==> config.mk <==
export PLATFORM = sky130hd
export DESIGN_NAME = v110_receive_deframer
export DESIGN_NICKNAME = d
export VERILOG_FILES = /design/src/include/v110_rx_pkg.sv /design/src/v110_receive_deframer.sv /design/src/v110_word_packer.sv
export SDC_FILE = /design/constraint.sdc
export NUM_CORES = 1
export LEC_CHECK = 0
export BUFFER_PORTS_ARGS = -buffer_cell sky130_fd_sc_hd__buf_2
export CAP_MARGIN = 10
export CORE_MARGIN = 2
export CORE_UTILIZATION = 30
export CTS_BUF_LIST = sky130_fd_sc_hd__clkbuf_4
export DETAILED_ROUTE_END_ITERATION = 16
export PLACE_DENSITY = 0.5
export SYNTH_ARGS = -nofsm -noshare
export SYNTH_HDL_FRONTEND = slang
export SYNTH_SLANG_ARGS = --single-unit
==> constraint.sdc <==
create_clock -name sys_clk -period 5 [get_ports sys_clk]
set_input_delay 0.5 -clock sys_clk [delete_from_list [all_inputs] [get_ports sys_clk]]
set_output_delay 0.5 -clock sys_clk [all_outputs]
set_load 0.05 [all_outputs]
==> src/include/v110_rx_pkg.sv <==
// ==========================================================
// Frame geometry
package v110_rx_pkg;

	// Octet numbers within the ten-octet frame
	localparam logic [3:0] OCT_SYNC = 4'h1;
	localparam logic [3:0] OCT_ALIGN = 4'h2;
	localparam logic [3:0] OCT_EBITS = 4'h6;
	localparam logic [3:0] OCT_LAST = 4'hA;
	// Bit numbers within an octet, zero means bit 1
	localparam logic [2:0] BIT_FIRST = 3'h0;
	localparam logic [2:0] BIT_AFTER_ALIGN = 3'h1;
	localparam logic [2:0] BIT_LAST = 3'h7;

	// ==========================================================
	// Synchronizer figures
	localparam logic [3:0] ZERO_RUN = 4'h8;
	localparam logic [1:0] LOSS_FRAMES = 2'h3;

	// ==========================================================
	// Rate pattern codes
	localparam logic [1:0] RATE_600 = 2'h0;
	localparam logic [1:0] RATE_1200 = 2'h1;
	localparam logic [1:0] RATE_2400 = 2'h2;
	localparam logic [1:0] RATE_FULL = 2'h3;

	// ==========================================================
	// Status vector layout (bit 8 of octets 2..10, then E1..E6)
	localparam int STAT_W = 15;
	localparam logic [3:0] STAT_E1 = 4'h9;
	localparam int E7_IDX = 4;
	localparam int X2_IDX = 6;
	localparam int SA_IDX = 7;
	localparam int SB_IDX = 8;

	// ==========================================================
	// Data word layout
	localparam logic [2:0] GROUP_LAST_BIT = 3'h5;
	localparam logic [1:0] WORD_LAST_GROUP = 2'h3;
	localparam logic [31:0] WORD_PRESET = 32'hC0C0C0C0;

	// Synchronizer states
	typedef enum logic [1:0]
	{
		SYNC_HUNT = 2'b01,
		SYNC_LOCKED = 2'b10
	} sync_state_t;

	// Per-channel configuration
	typedef struct packed
	{
		logic [1:0] ratePatternSelect;
		logic channelFlip;
		logic intelOrder;
		logic alterationIrqMask;
		logic rxIrqMask;
	} channel_cfg_t;

	// Bit-change report
	typedef struct packed
	{
		logic [6:0] eBits;
		logic statusB;
		logic statusA;
		logic xBit;
	} change_report_t;

endpackage

==> src/v110_receive_deframer.sv <==
`timescale 1ns/100ps
`default_nettype none

// ==========================================================
// Receive deframer for one rate-adapted channel
module v110_receive_deframer (
	// Clock and reset
	input wire logic sys_clk,
	input wire logic rst,
	// Channel configuration
	input wire v110_rx_pkg::channel_cfg_t cfg,
	// Time-slot bit stream, one bit per strobe
	input wire logic lineValid,
	input wire logic lineBit,
	// Host side conditions
	input wire logic bufferReady,
	input wire logic fastAbort,
	input wire logic holdMarker,
	// Data section writes
	output logic wordValid,
	output logic [31:0] wordData,
	// Events and status
	output logic bitChangeEvent,
	output var v110_rx_pkg::change_report_t changeReport,
	output logic rxErrorEvent,
	output logic overrunEvent,
	output logic inSync
);
	import v110_rx_pkg::*;

	// ==========================================================
	// Position decoding helpers

	// Last copy of a repeated bit, by rate
	function automatic logic lastCopy(input logic [1:0] rate, input logic [5:0] cnt);
		case (rate)
			RATE_600: lastCopy = &cnt[2:0];
			RATE_1200: lastCopy = &cnt[1:0];
			RATE_2400: lastCopy = cnt[0];
			default: lastCopy = 1'b1;
		endcase
	endfunction

	// Bit 8 of octets 2..10, or E1..E6 in octet 6
	function automatic logic isStatPos(input logic [3:0] oct, input logic [2:0] bn);
		isStatPos = (bn == BIT_LAST && oct != OCT_SYNC)
			|| (oct == OCT_EBITS && bn != BIT_FIRST);
	endfunction

	// Index into the status vector
	function automatic logic [3:0] statIndex(input logic [3:0] oct, input logic [2:0] bn);
		if (bn == BIT_LAST)
			statIndex = oct - OCT_ALIGN;
		else
			statIndex = STAT_E1 + {1'b0, bn} - 4'h1;
	endfunction

	// ==========================================================
	// Declarations
	sync_state_t state_r; // Synchronizer state
	sync_state_t state_nxt;
	logic inBit; // Bit after optional inversion
	logic [3:0] zeroRun_r; // Consecutive zeros while hunting
	logic [3:0] zeroRun_nxt;
	logic [3:0] octet_r; // Current octet, 1..10
	logic [2:0] bitNo_r; // Current bit, 0 means bit 1
	logic [1:0] badCnt_r; // Consecutive frames with pattern error
	logic frameErr_r; // Pattern error seen in this frame
	logic [5:0] dataCnt_r; // Data position within frame
	logic hunt;
	logic locked;
	logic bitIn; // A bit is being processed while locked
	logic startSeen; // Start sequence completes now
	logic patErr; // This bit breaks the pattern
	logic frameEnd; // Last bit of the frame
	logic frameBad;
	logic lossSync;
	logic isData;
	logic userStrobe; // Bit handed to the packer
	logic statHit;
	logic [3:0] statIdx;
	logic [STAT_W-1:0] statCur_r; // Values collected this frame
	logic [STAT_W-1:0] statPrev_r; // Values of the previous frame
	logic [STAT_W-1:0] statCurNxt;
	logic statKnown_r; // Previous frame is complete
	logic changePend_r; // Change seen earlier in this frame
	logic changeNow;
	logic changeFound;
	logic wordDrop;

	// ==========================================================
	// Input conditioning
	// Inversion sits ahead of everything, so framing bits flip too
	assign inBit = lineBit ^ cfg.channelFlip;

	// ==========================================================
	// Decoding
	assign hunt = state_r == SYNC_HUNT;
	assign locked = state_r == SYNC_LOCKED;
	assign bitIn = locked && lineValid;
	assign startSeen = hunt && lineValid && inBit && zeroRun_r == ZERO_RUN;
	assign patErr = (octet_r == OCT_SYNC && inBit)
		|| (octet_r != OCT_SYNC && bitNo_r == BIT_FIRST && !inBit);
	assign frameEnd = bitIn && octet_r == OCT_LAST && bitNo_r == BIT_LAST;
	assign frameBad = frameErr_r || patErr;
	assign lossSync = frameEnd && frameBad && badCnt_r == LOSS_FRAMES - 2'h1;
	// Data sits in bits 2..7 of every octet except 1 and 6
	assign isData = bitIn && octet_r != OCT_SYNC && octet_r != OCT_EBITS
		&& bitNo_r != BIT_FIRST && bitNo_r != BIT_LAST;
	assign userStrobe = isData && lastCopy(cfg.ratePatternSelect, dataCnt_r);
	assign statHit = bitIn && isStatPos(octet_r, bitNo_r);
	assign statIdx = statIndex(octet_r, bitNo_r);
	assign inSync = locked;

	// Zero counter saturates so a long idle run still qualifies
	assign zeroRun_nxt = inBit ? 4'h0
		: (zeroRun_r == ZERO_RUN ? zeroRun_r : zeroRun_r + 4'h1);

	// ==========================================================
	// Synchronizer
	// Only two states; any stray code falls back to hunting
	always_comb
	begin
		state_nxt = state_r;
		case (state_r)
			SYNC_HUNT:
				if (startSeen)
					state_nxt = SYNC_LOCKED;
			SYNC_LOCKED:
				if (lossSync)
					state_nxt = SYNC_HUNT;
			default:
				state_nxt = SYNC_HUNT;
		endcase
	end

	// State register
	always_ff @(posedge sys_clk)
	begin
		if (rst)
			state_r <= SYNC_HUNT;
		else
			state_r <= state_nxt;
	end

	// Zero run, restarted on loss so search begins afresh
	always_ff @(posedge sys_clk)
	begin
		if (rst || lossSync)
			zeroRun_r <= 4'h0;
		else if (hunt && lineValid)
			zeroRun_r <= zeroRun_nxt;
	end

	// ==========================================================
	// Frame position
	always_ff @(posedge sys_clk)
	begin
		if (rst)
		begin
			octet_r <= OCT_SYNC;
			bitNo_r <= BIT_FIRST;
		end
		else if (startSeen)
		begin
			// The one bit just taken was bit 1 of octet 2
			octet_r <= OCT_ALIGN;
			bitNo_r <= BIT_AFTER_ALIGN;
		end
		else if (bitIn)
		begin
			bitNo_r <= bitNo_r + 3'h1;
			if (bitNo_r == BIT_LAST)
				octet_r <= (octet_r == OCT_LAST) ? OCT_SYNC : octet_r + 4'h1;
		end
	end

	// Pattern error latch and bad-frame count
	always_ff @(posedge sys_clk)
	begin
		if (rst || startSeen || frameEnd)
			frameErr_r <= 1'b0;
		else if (bitIn && patErr)
			frameErr_r <= 1'b1;
	end

	// A good frame clears the run of bad ones
	always_ff @(posedge sys_clk)
	begin
		if (rst || startSeen)
			badCnt_r <= 2'h0;
		else if (frameEnd)
			badCnt_r <= frameBad ? badCnt_r + 2'h1 : 2'h0;
	end

	// Data position count, cleared in the sync octet
	always_ff @(posedge sys_clk)
	begin
		if (rst || startSeen || (bitIn && octet_r == OCT_SYNC))
			dataCnt_r <= 6'h00;
		else if (isData)
			dataCnt_r <= dataCnt_r + 6'h01;
	end

	// ==========================================================
	// Status bit monitor
	always_comb
	begin
		statCurNxt = statCur_r;
		if (statHit)
			statCurNxt[statIdx] = inBit;
	end

	// Compared on arrival, so an S8 or S9 change is caught in-frame
	assign changeNow = statHit && statKnown_r && inBit != statPrev_r[statIdx];
	assign changeFound = changePend_r || changeNow;

	// Collect frame values and remember the previous frame
	always_ff @(posedge sys_clk)
	begin
		if (rst || startSeen)
		begin
			statCur_r <= '0;
			statPrev_r <= '0;
			statKnown_r <= 1'b0;
			changePend_r <= 1'b0;
		end
		else
		begin
			statCur_r <= statCurNxt;
			if (frameEnd)
			begin
				statPrev_r <= statCurNxt;
				statKnown_r <= 1'b1;
				changePend_r <= 1'b0;
			end
			else if (changeNow)
				changePend_r <= 1'b1;
		end
	end

	// ==========================================================
	// Events
	// Report at frame end only, hence one per frame at most
	always_ff @(posedge sys_clk)
	begin
		if (rst)
		begin
			bitChangeEvent <= 1'b0;
			changeReport <= '0;
			rxErrorEvent <= 1'b0;
			overrunEvent <= 1'b0;
		end
		else
		begin
			bitChangeEvent <= frameEnd && changeFound && bufferReady
				&& !cfg.alterationIrqMask;
			if (frameEnd && changeFound)
			begin
				changeReport.eBits <= {statCurNxt[E7_IDX], statCurNxt[14:9]};
				changeReport.statusB <= statCurNxt[SB_IDX];
				changeReport.statusA <= statCurNxt[SA_IDX];
				changeReport.xBit <= statCurNxt[X2_IDX];
			end
			rxErrorEvent <= !cfg.rxIrqMask && ((lossSync && bufferReady)
				|| fastAbort || holdMarker || wordDrop);
			// Reports that cannot be stored are flagged instead
			overrunEvent <= !cfg.rxIrqMask && !bufferReady
				&& (lossSync || (frameEnd && changeFound));
		end
	end

	// ==========================================================
	// Word assembly; restarted on each new lock
	v110_word_packer u_packer (
		.sys_clk(sys_clk),
		.rst(rst),
		.bitStrobe(userStrobe),
		.bitVal(inBit),
		.intelOrder(cfg.intelOrder),
		.restart(startSeen),
		.bufferReady(bufferReady),
		.wordValid(wordValid),
		.wordData(wordData),
		.wordDrop(wordDrop)
	);

	// ==========================================================
	// Checks
	chk_start_lock: assert property (@(posedge sys_clk) disable iff (rst)
		hunt && lineValid && inBit && zeroRun_r == 4'h8 |=> locked)
		else $error("start sequence did not lock");

	chk_three_bad: assert property (@(posedge sys_clk) disable iff (rst)
		frameEnd && frameBad && badCnt_r == 2'h2 |=> hunt && zeroRun_r == 4'h0)
		else $error("third bad frame kept lock");

	chk_two_states: assert property (@(posedge sys_clk) disable iff (rst)
		state_r == SYNC_HUNT || state_r == SYNC_LOCKED)
		else $error("synchronizer left its two states");

	chk_hunt_quiet: assert property (@(posedge sys_clk) disable iff (rst)
		hunt |-> !userStrobe && !statHit && !frameEnd)
		else $error("extraction while hunting");

	chk_align_pos: assert property (@(posedge sys_clk) disable iff (rst)
		startSeen |=> octet_r == 4'h2 && bitNo_r == 3'h1 && dataCnt_r == 6'h00)
		else $error("frame not aligned to start bit");

	chk_event_frame: assert property (@(posedge sys_clk) disable iff (rst)
		bitChangeEvent |-> $past(frameEnd) && !$past(cfg.alterationIrqMask))
		else $error("bit-change event off frame end");

	chk_last_copy: assert property (@(posedge sys_clk) disable iff (rst)
		userStrobe && cfg.ratePatternSelect == 2'h0 |-> dataCnt_r[2:0] == 3'h7)
		else $error("600 rate sampled early copy");

	chk_flip_sense: assert property (@(posedge sys_clk) disable iff (rst)
		startSeen |-> lineBit != cfg.channelFlip)
		else $error("start bit taken at wrong polarity");

	chk_loss_report: assert property (@(posedge sys_clk) disable iff (rst)
		lossSync && !cfg.rxIrqMask |=> rxErrorEvent || overrunEvent)
		else $error("loss of sync not reported");

endmodule // v110_receive_deframer

`default_nettype wire

==> src/v110_word_packer.sv <==
`timescale 1ns/100ps
`default_nettype none

// ==========================================================
// Six-bit groups into 32-bit data words
module v110_word_packer (
	// Clock and reset
	input wire logic sys_clk,
	input wire logic rst,
	// Extracted user bits
	input wire logic bitStrobe,
	input wire logic bitVal,
	input wire logic intelOrder,
	input wire logic restart,
	// Data section side
	input wire logic bufferReady,
	output logic wordValid,
	output logic [31:0] wordData,
	output logic wordDrop
);
	import v110_rx_pkg::*;

	logic [2:0] bitIdx_r; // Bit within group
	logic [1:0] grp_r; // Group within word
	logic [31:0] word_r; // Word under assembly
	logic [31:0] wordFull; // Word with current bit placed
	logic [4:0] slot; // Target bit position
	logic groupDone;
	logic wordDone;

	// Intel fills from the bottom, Motorola from the top
	assign slot = intelOrder ? {grp_r, bitIdx_r} : {~grp_r, bitIdx_r};
	assign groupDone = bitStrobe && bitIdx_r == GROUP_LAST_BIT;
	assign wordDone = groupDone && grp_r == WORD_LAST_GROUP;

	// Place the bit; marker ones come from the preset
	always_comb
	begin
		wordFull = word_r;
		wordFull[slot] = bitVal;
	end

	// Assembly; a restart drops any partial word
	always_ff @(posedge sys_clk)
	begin
		if (rst || restart)
		begin
			bitIdx_r <= 3'h0;
			grp_r <= 2'h0;
			word_r <= WORD_PRESET;
		end
		else if (bitStrobe)
		begin
			word_r <= wordDone ? WORD_PRESET : wordFull;
			bitIdx_r <= groupDone ? 3'h0 : bitIdx_r + 3'h1;
			grp_r <= groupDone ? grp_r + 2'h1 : grp_r;
		end
	end

	// Output stage; no room means the word is lost
	always_ff @(posedge sys_clk)
	begin
		if (rst)
		begin
			wordValid <= 1'b0;
			wordData <= 32'h00000000;
			wordDrop <= 1'b0;
		end
		else
		begin
			wordValid <= wordDone && bufferReady;
			wordDrop <= wordDone && !bufferReady;
			if (wordDone)
				wordData <= wordFull;
		end
	end

	chk_word_markers: assert property (@(posedge sys_clk) disable iff (rst)
		wordValid |-> wordData[31:30] == 2'b11 && wordData[23:22] == 2'b11
			&& wordData[15:14] == 2'b11 && wordData[7:6] == 2'b11)
		else $error("data word marker ones missing");

	chk_word_fill: assert property (@(posedge sys_clk) disable iff (rst)
		wordValid |-> $past(bitStrobe) && $past(grp_r) == 2'h3 && $past(bitIdx_r) == 3'h5)
		else $error("data word written before 24 bits");

endmodule // v110_word_packer

`default_nettype wire

==> Word-level counts from Yosys, hierarchy flattened <==
Index checks and enable logic that the tools add are counted.
Widths: inputs -> output; s select.
{ "word_totals": {"wordCells": 153, "output_inout_bits": 47, "inputBits": 13, "reg_bits": 138} }
{ "op_classes": {"n_mux": 26, "reduce_logical": 66, "add_sub_neg": 10, "n_bitwise": 2, "magnitude_cmp": 4, "n_eq_ne": 19} }
{ "ops": {"columns": ["op", "count"], "rows": [
  ["$logic_and 1x1->1", 36],
  ["$bwmux 32", 1],
  ["$mux 32", 1],
  ["$mux 4", 4],
  ["$bwmux 15", 1],
  ["$mux 15", 1],
  ["$logic_or 1x1->1", 12],
  ["$mux 2", 6],
  ["$reduce_and 2->1", 6],
  ["$add 4x1->4 const B", 2],
  ["$eq 2x2->1 const B", 4],
  ["$eq 4x4->1 const B", 2],
  ["$add 3x1->3 const B", 2],
  ["$add 6x1->6 const B", 1],
  ["$eq 3x3->1 const B", 2],
  ["$lt 5x6->1 const B", 1],
  ["$demux 1 s5", 1],
  ["$ge 5x1->1 const B", 1],
  ["$lt 4x5->1 const B", 1],
  ["$mux 1", 5],
  ["$mux 5", 1],
  ["$add 2x1->2 const B", 2],
  ["$add 4x3->4 const A", 1],
  ["$bmux 1 s4", 1],
  ["other kinds (25)", 32]
]} }

==> Depth between registers and ports, before layout <==
{ "depth": {"ltp_word": 12, "mapped_depth": 12} }

==> Modules after synthesis <==
Synthesis repeated with hierarchy kept, for this count alone.
{ "hier_totals": {"hier_cells": 732, "hier_area_um2": 6381.1} }
{ "modules_own_cells": {"columns": ["mod", "cells_each", "n_inst", "area_per_inst_um2"], "rows": [
  ["v110_receive_deframer", 364, 1, 3226.8],
  ["v110_word_packer", 368, 1, 3154.3]
]} }

==> Worst setup path before layout <==
Ideal clock, no wire load.
{ "synth_path": {"kind": "register to register", "start": "register bitNo_r[0]", "end": "register changeReport[0] (netlist name)", "required_ns": 4.915, "arrival_ns": 2.618, "slack_ns": 2.297, "stages_incl_launch_ff": 13, "synth_period_minus_slack_ns": 2.703, "setup_time_ns": 0.085, "path_cell_list": "dfxtp_1 ha_1 ha_1 buf_2 or2_1 and2_1 buf_2 mux4_2 a22oi_1 mux2i_1 clkbuf_1 nand4b_1 o31ai_2"} }
{ "synth_between": {"elab_chain_cells": 9, "word_cells_on_any_way": 24, "cone_classes": "add/sub: 2; order compare: 2; eq/ne: 2; mux: 7; reduce/logical: 11"} }
{ "synth_rtl": {"columns": ["element", "line", "rtl"], "rows": [
  ["start, declared", "v110_receive_deframer.sv:66", "logic [2:0] bitNo_r;"],
  ["start signal, assigned", "v110_receive_deframer.sv:172", "bitNo_r <= bitNo_r + 3'h1;"],
  ["$add 4x3->4", "v110_receive_deframer.sv:55", "statIndex = STAT_E1 + {1'b0, bn} - 4'h1;"],
  ["$sub 4x1->4", "v110_receive_deframer.sv:55", null],
  ["$mux 4", "v110_receive_deframer.sv:52", "if (bn == BIT_LAST)"],
  ["$lt 4x5->1 (not written as such), or another cell as far along", "v110_receive_deframer.sv:211", "statCurNxt[statIdx] = inBit;"],
  ["$logic_and 1x1->1 (not written as such) / $mux 1 (equally long branches)", "v110_receive_deframer.sv:211, v110_receive_deframer.sv:215", null],
  ["$mux 1 (not written as such) / $ne 1x1->1 (equally long branches)", "v110_receive_deframer.sv:211, v110_receive_deframer.sv:215", null],
  ["$demux 1 s4 / $logic_and 1x1->1 (equally long branches)", "v110_receive_deframer.sv:211, v110_receive_deframer.sv:215", null],
  ["$bwmux 15 / $logic_or 1x1->1 (equally long branches)", "v110_receive_deframer.sv:211, v110_receive_deframer.sv:216", null],
  ["$mux 15 / $logic_and 1x1->1 (equally long branches)", "v110_receive_deframer.sv:210, v110_receive_deframer.sv:258", null],
  ["end, declared", "v110_receive_deframer.sv:24", "output var v110_rx_pkg::change_report_t changeReport,"]
]} }
Parallel ways exist; a longest one is shown, timed or not. The select of a mux whose other input is x is not followed.
A chain may end at the register's enable or synchronous reset.

==> Worst setup path in the final report <==
{ "layout_path": {"start": "register bitNo_r[0]", "end": "register overrunEvent"} }
{ "layout_between": {"elab_chain_cells": 11, "word_cells_on_any_way": 26, "cone_classes": "add/sub: 2; eq/ne: 2; mux: 3; reduce/logical: 19"} }
{ "layout_rtl": {"columns": ["element", "line", "rtl"], "rows": [
  ["$add 4x3->4", "v110_receive_deframer.sv:55", null],
  ["$sub 4x1->4", "v110_receive_deframer.sv:55", null],
  ["$mux 4", "v110_receive_deframer.sv:52", null],
  ["$bmux 1 s4", "v110_receive_deframer.sv:215", "assign changeNow = statHit && statKnown_r && inBit != statPrev_r[statIdx];"],
  ["$mux 1 (not written as such)", "v110_receive_deframer.sv:215", null],
  ["$ne 1x1->1", "v110_receive_deframer.sv:215", null],
  ["$logic_and 1x1->1", "v110_receive_deframer.sv:215", null],
  ["$logic_or 1x1->1", "v110_receive_deframer.sv:216", "assign changeFound = changePend_r || changeNow;"],
  ["$logic_and 1x1->1", "v110_receive_deframer.sv:269", "&& (lossSync || (frameEnd && changeFound));"],
  ["$logic_or 1x1->1 (*)", "v110_receive_deframer.sv:269", null],
  ["$logic_and 1x1->1 (*)", "v110_receive_deframer.sv:269", null],
  ["end signal, assigned", "v110_receive_deframer.sv:268", "overrunEvent <= !cfg.rxIrqMask && !bufferReady"],
  ["end, declared", "v110_receive_deframer.sv:26", "output logic overrunEvent,"]
]} }
Mark *: on every way between the ends. The rest lies on a longest branch, timed or not. The select of a mux whose other input is x is not followed.

==> results by stage <==
Run status:
- The flow ran to the end, and the final reports show no timing, DRC or antenna violations.

Setup path:
- STA classifies the critical path endpoint as a flip-flop.
- The worst setup path is launched from a flip-flop.
- The endpoint identified for the worst register-to-register timing path is overrunEvent.
- STA puts the critical path data arrival time at approximately 3.6 ns.
- The instance count on the critical path is 9.
- The launch instance of the worst register-to-register path is bitNo_r[0].
- The signal on the critical path passes through ha_1 > ha_1 > or2_1 > and2_1 > mux4_2 > a22oi_1 > o31a_1 > and2_4 > a2111oi_2.
- The required arrival time at the worst endpoint is 5.40 ns.
- Counting both buffers and inverters, the worst setup path holds a total of 0.
- The worst-path maximum fanout is 12.
- The worst reg-to-reg setup slack is 1.78 ns.
- The worst setup path is of the flip-flop to flip-flop kind.
- The cell with the most instances on the worst path is sky130_fd_sc_hd__ha_1.
- The top cell family by delay on the critical path is simple AND/OR/NAND/NOR gates.
- For this run, the slowest stage of the critical path takes 0.48 ns.
- The worst-path cell with the longest stage delay is sky130_fd_sc_hd__o31a_1.
- The number of cells on the worst reg-to-reg path is 9.

GRT:
- Entering global routing, the biggest net connects 69 pins.
- Global routing used between 10 and 15% of the available tracks.
- The first-pass GRT wire length is 26600 um.
- The number of global-route vias before repair is 5079.
- The initial antenna violation count is 1.
- The total overflow left after global routing is 0.

Die:
- The x dimension of the die is roughly 150 um.
- The effective utilization at floorplan is 30.6%.
- Pin placement for this block handled 60 I/O pins.
- The die covers 22700 sq um.
- The floorplan die height is 151 um.
- The area of the core is 21100 sq um.
- The floorplan has 53 rows.

Drt:
- The average wire length per cell after detail routing is 14.7 um.
- The met2 routed wirelength is 6640 um.
- The met3 wire length is 725 um.
- Across all layers, the routed design uses 5251 vias.
- The number of antenna-violating nets in the routed design is 0.
- The post-route met1 wirelength is 8260 um.
- In the routed layout, each cell is associated on average with a via count of 4.88.
- The aggregate routed wire length is 15800 um.
- The detailed router finished its first iteration with 340 violations.
- In the routed design, unresolved DRC markers number 0.
- In this run the top signal layer used is met4.
- The first detailed-routing pass took 7 iterations.

STA:
- Setup repair after global routing left no endpoint under its margin.
- The final count of hold timing violations is 0.
- The actual transition at the worst max-transition pin is 0.996 ns.
- The final count of pins violating max slew is 0.
- The max-slew headroom at the worst pin is 33.6%.
- The smallest clock period supported by the final layout is computed as approximately 3.2 ns.
- The setup-violating endpoint count in the final report is 0.
- The upper clock frequency limit is about 0.31 GHz.
- Clock skew on the completed layout was measured at 0.0251 ns.
- The worst path uses around 64% of the clock period.
- After routing, the total negative slack on setup checks comes to 0 ns.

Clock network:
- Buffers inserted during clock tree synthesis total 17.
- The number of gates resized after CTS was 0.
- The library cell used as clock root buffer is sky130_fd_sc_hd__clkbuf_4.
- The post-CTS setup buffer count is 0.
- TritonCTS built the clock tree.
- The number of clock sinks is 135.
- After clock tree synthesis, the clock-pin slew on the worst setup and hold paths is 0.11 ns.
- The clock tree synthesis step divided the H-tree into 4 levels.
- The longest clock path from root to sink contains 2 buffers.
- The post-cts hold buffer count is 0.
- The latest clock arrival within the worst-skew pair is 0.54 ns.

Power and ir drop:
- The power per standard cell area is 244 nW/um^2.
- The peak supply drop is 0.116 mV.
- The power after layout is 1.74 mW.
- For this design the static power due to leakage is 2.82 nW.

Logic synthesis:
- For this run, the leading register cell type out of synthesis is sky130_fd_sc_hd__dfxtp_1.
- The number of enable-type register cells in the synthesized netlist is 0.
- The fraction of post-synthesis cell area in the top cell type by area is 41.9%.
- The cell count after synthesis came out at 758.
- The fraction of registers with async set/reset is 0%.
- After synthesis the netlist holds a flip-flop and latch count of 135.
- Counting every net in the synthesized netlist gives a little under 800.
- Sorting the synthesized cells by how often they occur yields sky130_fd_sc_hd__dfxtp_1, sky130_fd_sc_hd__nor2_1, sky130_fd_sc_hd__nand2_1.
- In this run, distinct cell masters in the synthesized netlist total between 50 and 60.
- Yosys printed 0 warnings.
- By area the synthesized netlist is led by sky130_fd_sc_hd__dfxtp_1, sky130_fd_sc_hd__nor2_1, sky130_fd_sc_hd__mux2i_1, sky130_fd_sc_hd__a21oi_1, sky130_fd_sc_hd__nand2_1.
- The area of the mapped netlist is approximately 6400 sq um.
- The cell type contributing the most total cell area after synthesis is sky130_fd_sc_hd__dfxtp_1.
- The mean cell area of the mapped netlist is 8.51 sq um.
- The most common cell in the synthesized netlist is sky130_fd_sc_hd__dfxtp_1.
- For this run, the register share of the synthesized area comes to between 40% and 50%.

Placed design:
- The half-perimeter wire length after placement is 10400 um.
- At the end of routability-driven placement, the weighted congestion stood at 0.835.
- During placement, the flow inserted port buffers numbering between 50 and 60.

Run:
- The number of maximum-capacitance constraint violations is 0.

Final layout:
- The area growth from synthesis to layout is 10.4%.
- The net count of the finished layout is 817.
- The layout has 2301 filler cells.
- The post-route netlist has about a fifth of its cells at a drive strength greater than 1.
- The share of the core filled with cells in the final layout is 33.8%.

Worst hold path:
- Counting instances, the worst hold path has a depth of 2.
- In this run the worst hold path is classified as input port to flip-flop.
- The hold path startpoint is cfg[1].
- For hold timing, the worst endpoint is bitChangeEvent.
[worst max-delay path by stage]
stage,start,to
global route,bitNo_r[0],rxErrorEvent
floorplan,bitNo_r[0],changeReport[0]
global placement,cfg[3],statCur_r[2]
detailed placement,cfg[3],statCur_r[1]
finish,bitNo_r[0],overrunEvent
CTS,bitNo_r[0],u_packer.word_r[5]
[layout make-up]
type / instances / area (sq um) / area share [%]
Antenna cell: 1 / 2.50 / 0.0351
Timing Repair Buffer: 67 / 355 / 4.99
Inverter: 12 / 45.0 / 0.633
Sequential cell: 135 / 2700 / 38.0
Clock buffer: 17 / 128 / 1.79
Clock inverter: 15 / 88.8 / 1.25
Tap cell: 275 / 344 / 4.83
Multi-Input combinational cell: 555 / 3450 / 48.5
[power breakdown]
group	internal (mW)	switching [mW]
combinational	0.0177	0.0508
clock	0.187	0.408
sequential	1.08	0.00119
total	1.28	0.460
[kinds of logic (layout without fill, tap and decap cells)]
group	after synthesis	count (layout)	share of synthesized area, %
AO/OA/AOI/OAI	135	135	12.7
XOR/XNOR	11	11	1.49
adder cells (fa/ha/maj)	16	16	3.10
buffers and inverters	68	111	4.85
flip-flops	135	135	41.9
multiplexers	58	58	9.76
other	0	1	0
AND/OR/NAND/NOR	335	335	26.1
[worst reg2reg max path, stage by stage (launching register included)]
cell	delay, ns
sky130_fd_sc_hd__dfxtp_1	0.42
sky130_fd_sc_hd__ha_1	0.20
sky130_fd_sc_hd__ha_1	0.31
sky130_fd_sc_hd__or2_1	0.22
sky130_fd_sc_hd__and2_1	0.35
sky130_fd_sc_hd__mux4_2	0.38
sky130_fd_sc_hd__a22oi_1	0.26
sky130_fd_sc_hd__o31a_1	0.48
sky130_fd_sc_hd__and2_4	0.39
sky130_fd_sc_hd__a2111oi_2	0.11
[layout by cell type (no fill, tap or decap), types with 9 or more instances in the layout]
master and instances:
sky130_fd_sc_hd__a21oi_1 81, sky130_fd_sc_hd__buf_2 59, sky130_fd_sc_hd__clkbuf_4 17, sky130_fd_sc_hd__dfxtp_1 135, sky130_fd_sc_hd__ha_1 16, sky130_fd_sc_hd__inv_1 12, sky130_fd_sc_hd__mux2_2 9, sky130_fd_sc_hd__mux2i_1 46
sky130_fd_sc_hd__nand2_1 90, sky130_fd_sc_hd__nand3_1 23, sky130_fd_sc_hd__nand4b_1 12, sky130_fd_sc_hd__nor2_1 126, sky130_fd_sc_hd__nor3_1 13, sky130_fd_sc_hd__nor3_2 18, sky130_fd_sc_hd__o21ai_0 16, sky130_fd_sc_hd__o31ai_2 9
[stage by stage]
step	setup WS, ns	area, sq um	instances	hold WS, ns
after floorplan	2.30	6450	758	0.425
after global placement	1.69	6900	1044	0.437
after detailed placement	1.76	6900	1044	0.445
after CTS	1.77	7120	1076	0.0527
after global routing	1.47	7120	1077	0.0457
final	1.78	7120	1077	0.112
[flip-flops by register name (all words and copies together) (netlist names), 2 cells and up]
signal	cells
bitNo_r	3
state_r	2
octet_r	4
u_packer.bitIdx_r	3
statPrev_r	15
statCur_r	15
dataCnt_r	3
u_packer.grp_r	2
badCnt_r	2
changeReport	10
u_packer.word_r	32
u_packer.wordData	32
zeroRun_r	4
[layer usage]
metal / track usage (%) / vias up
li1: - / 2674
met1: 21.4 / 2463
met2: 21.4 / 106
met3: 3.27 / 8
met4: 4.91 / 0
met5: 0 / -
Power figures use the tool's default switching activity.
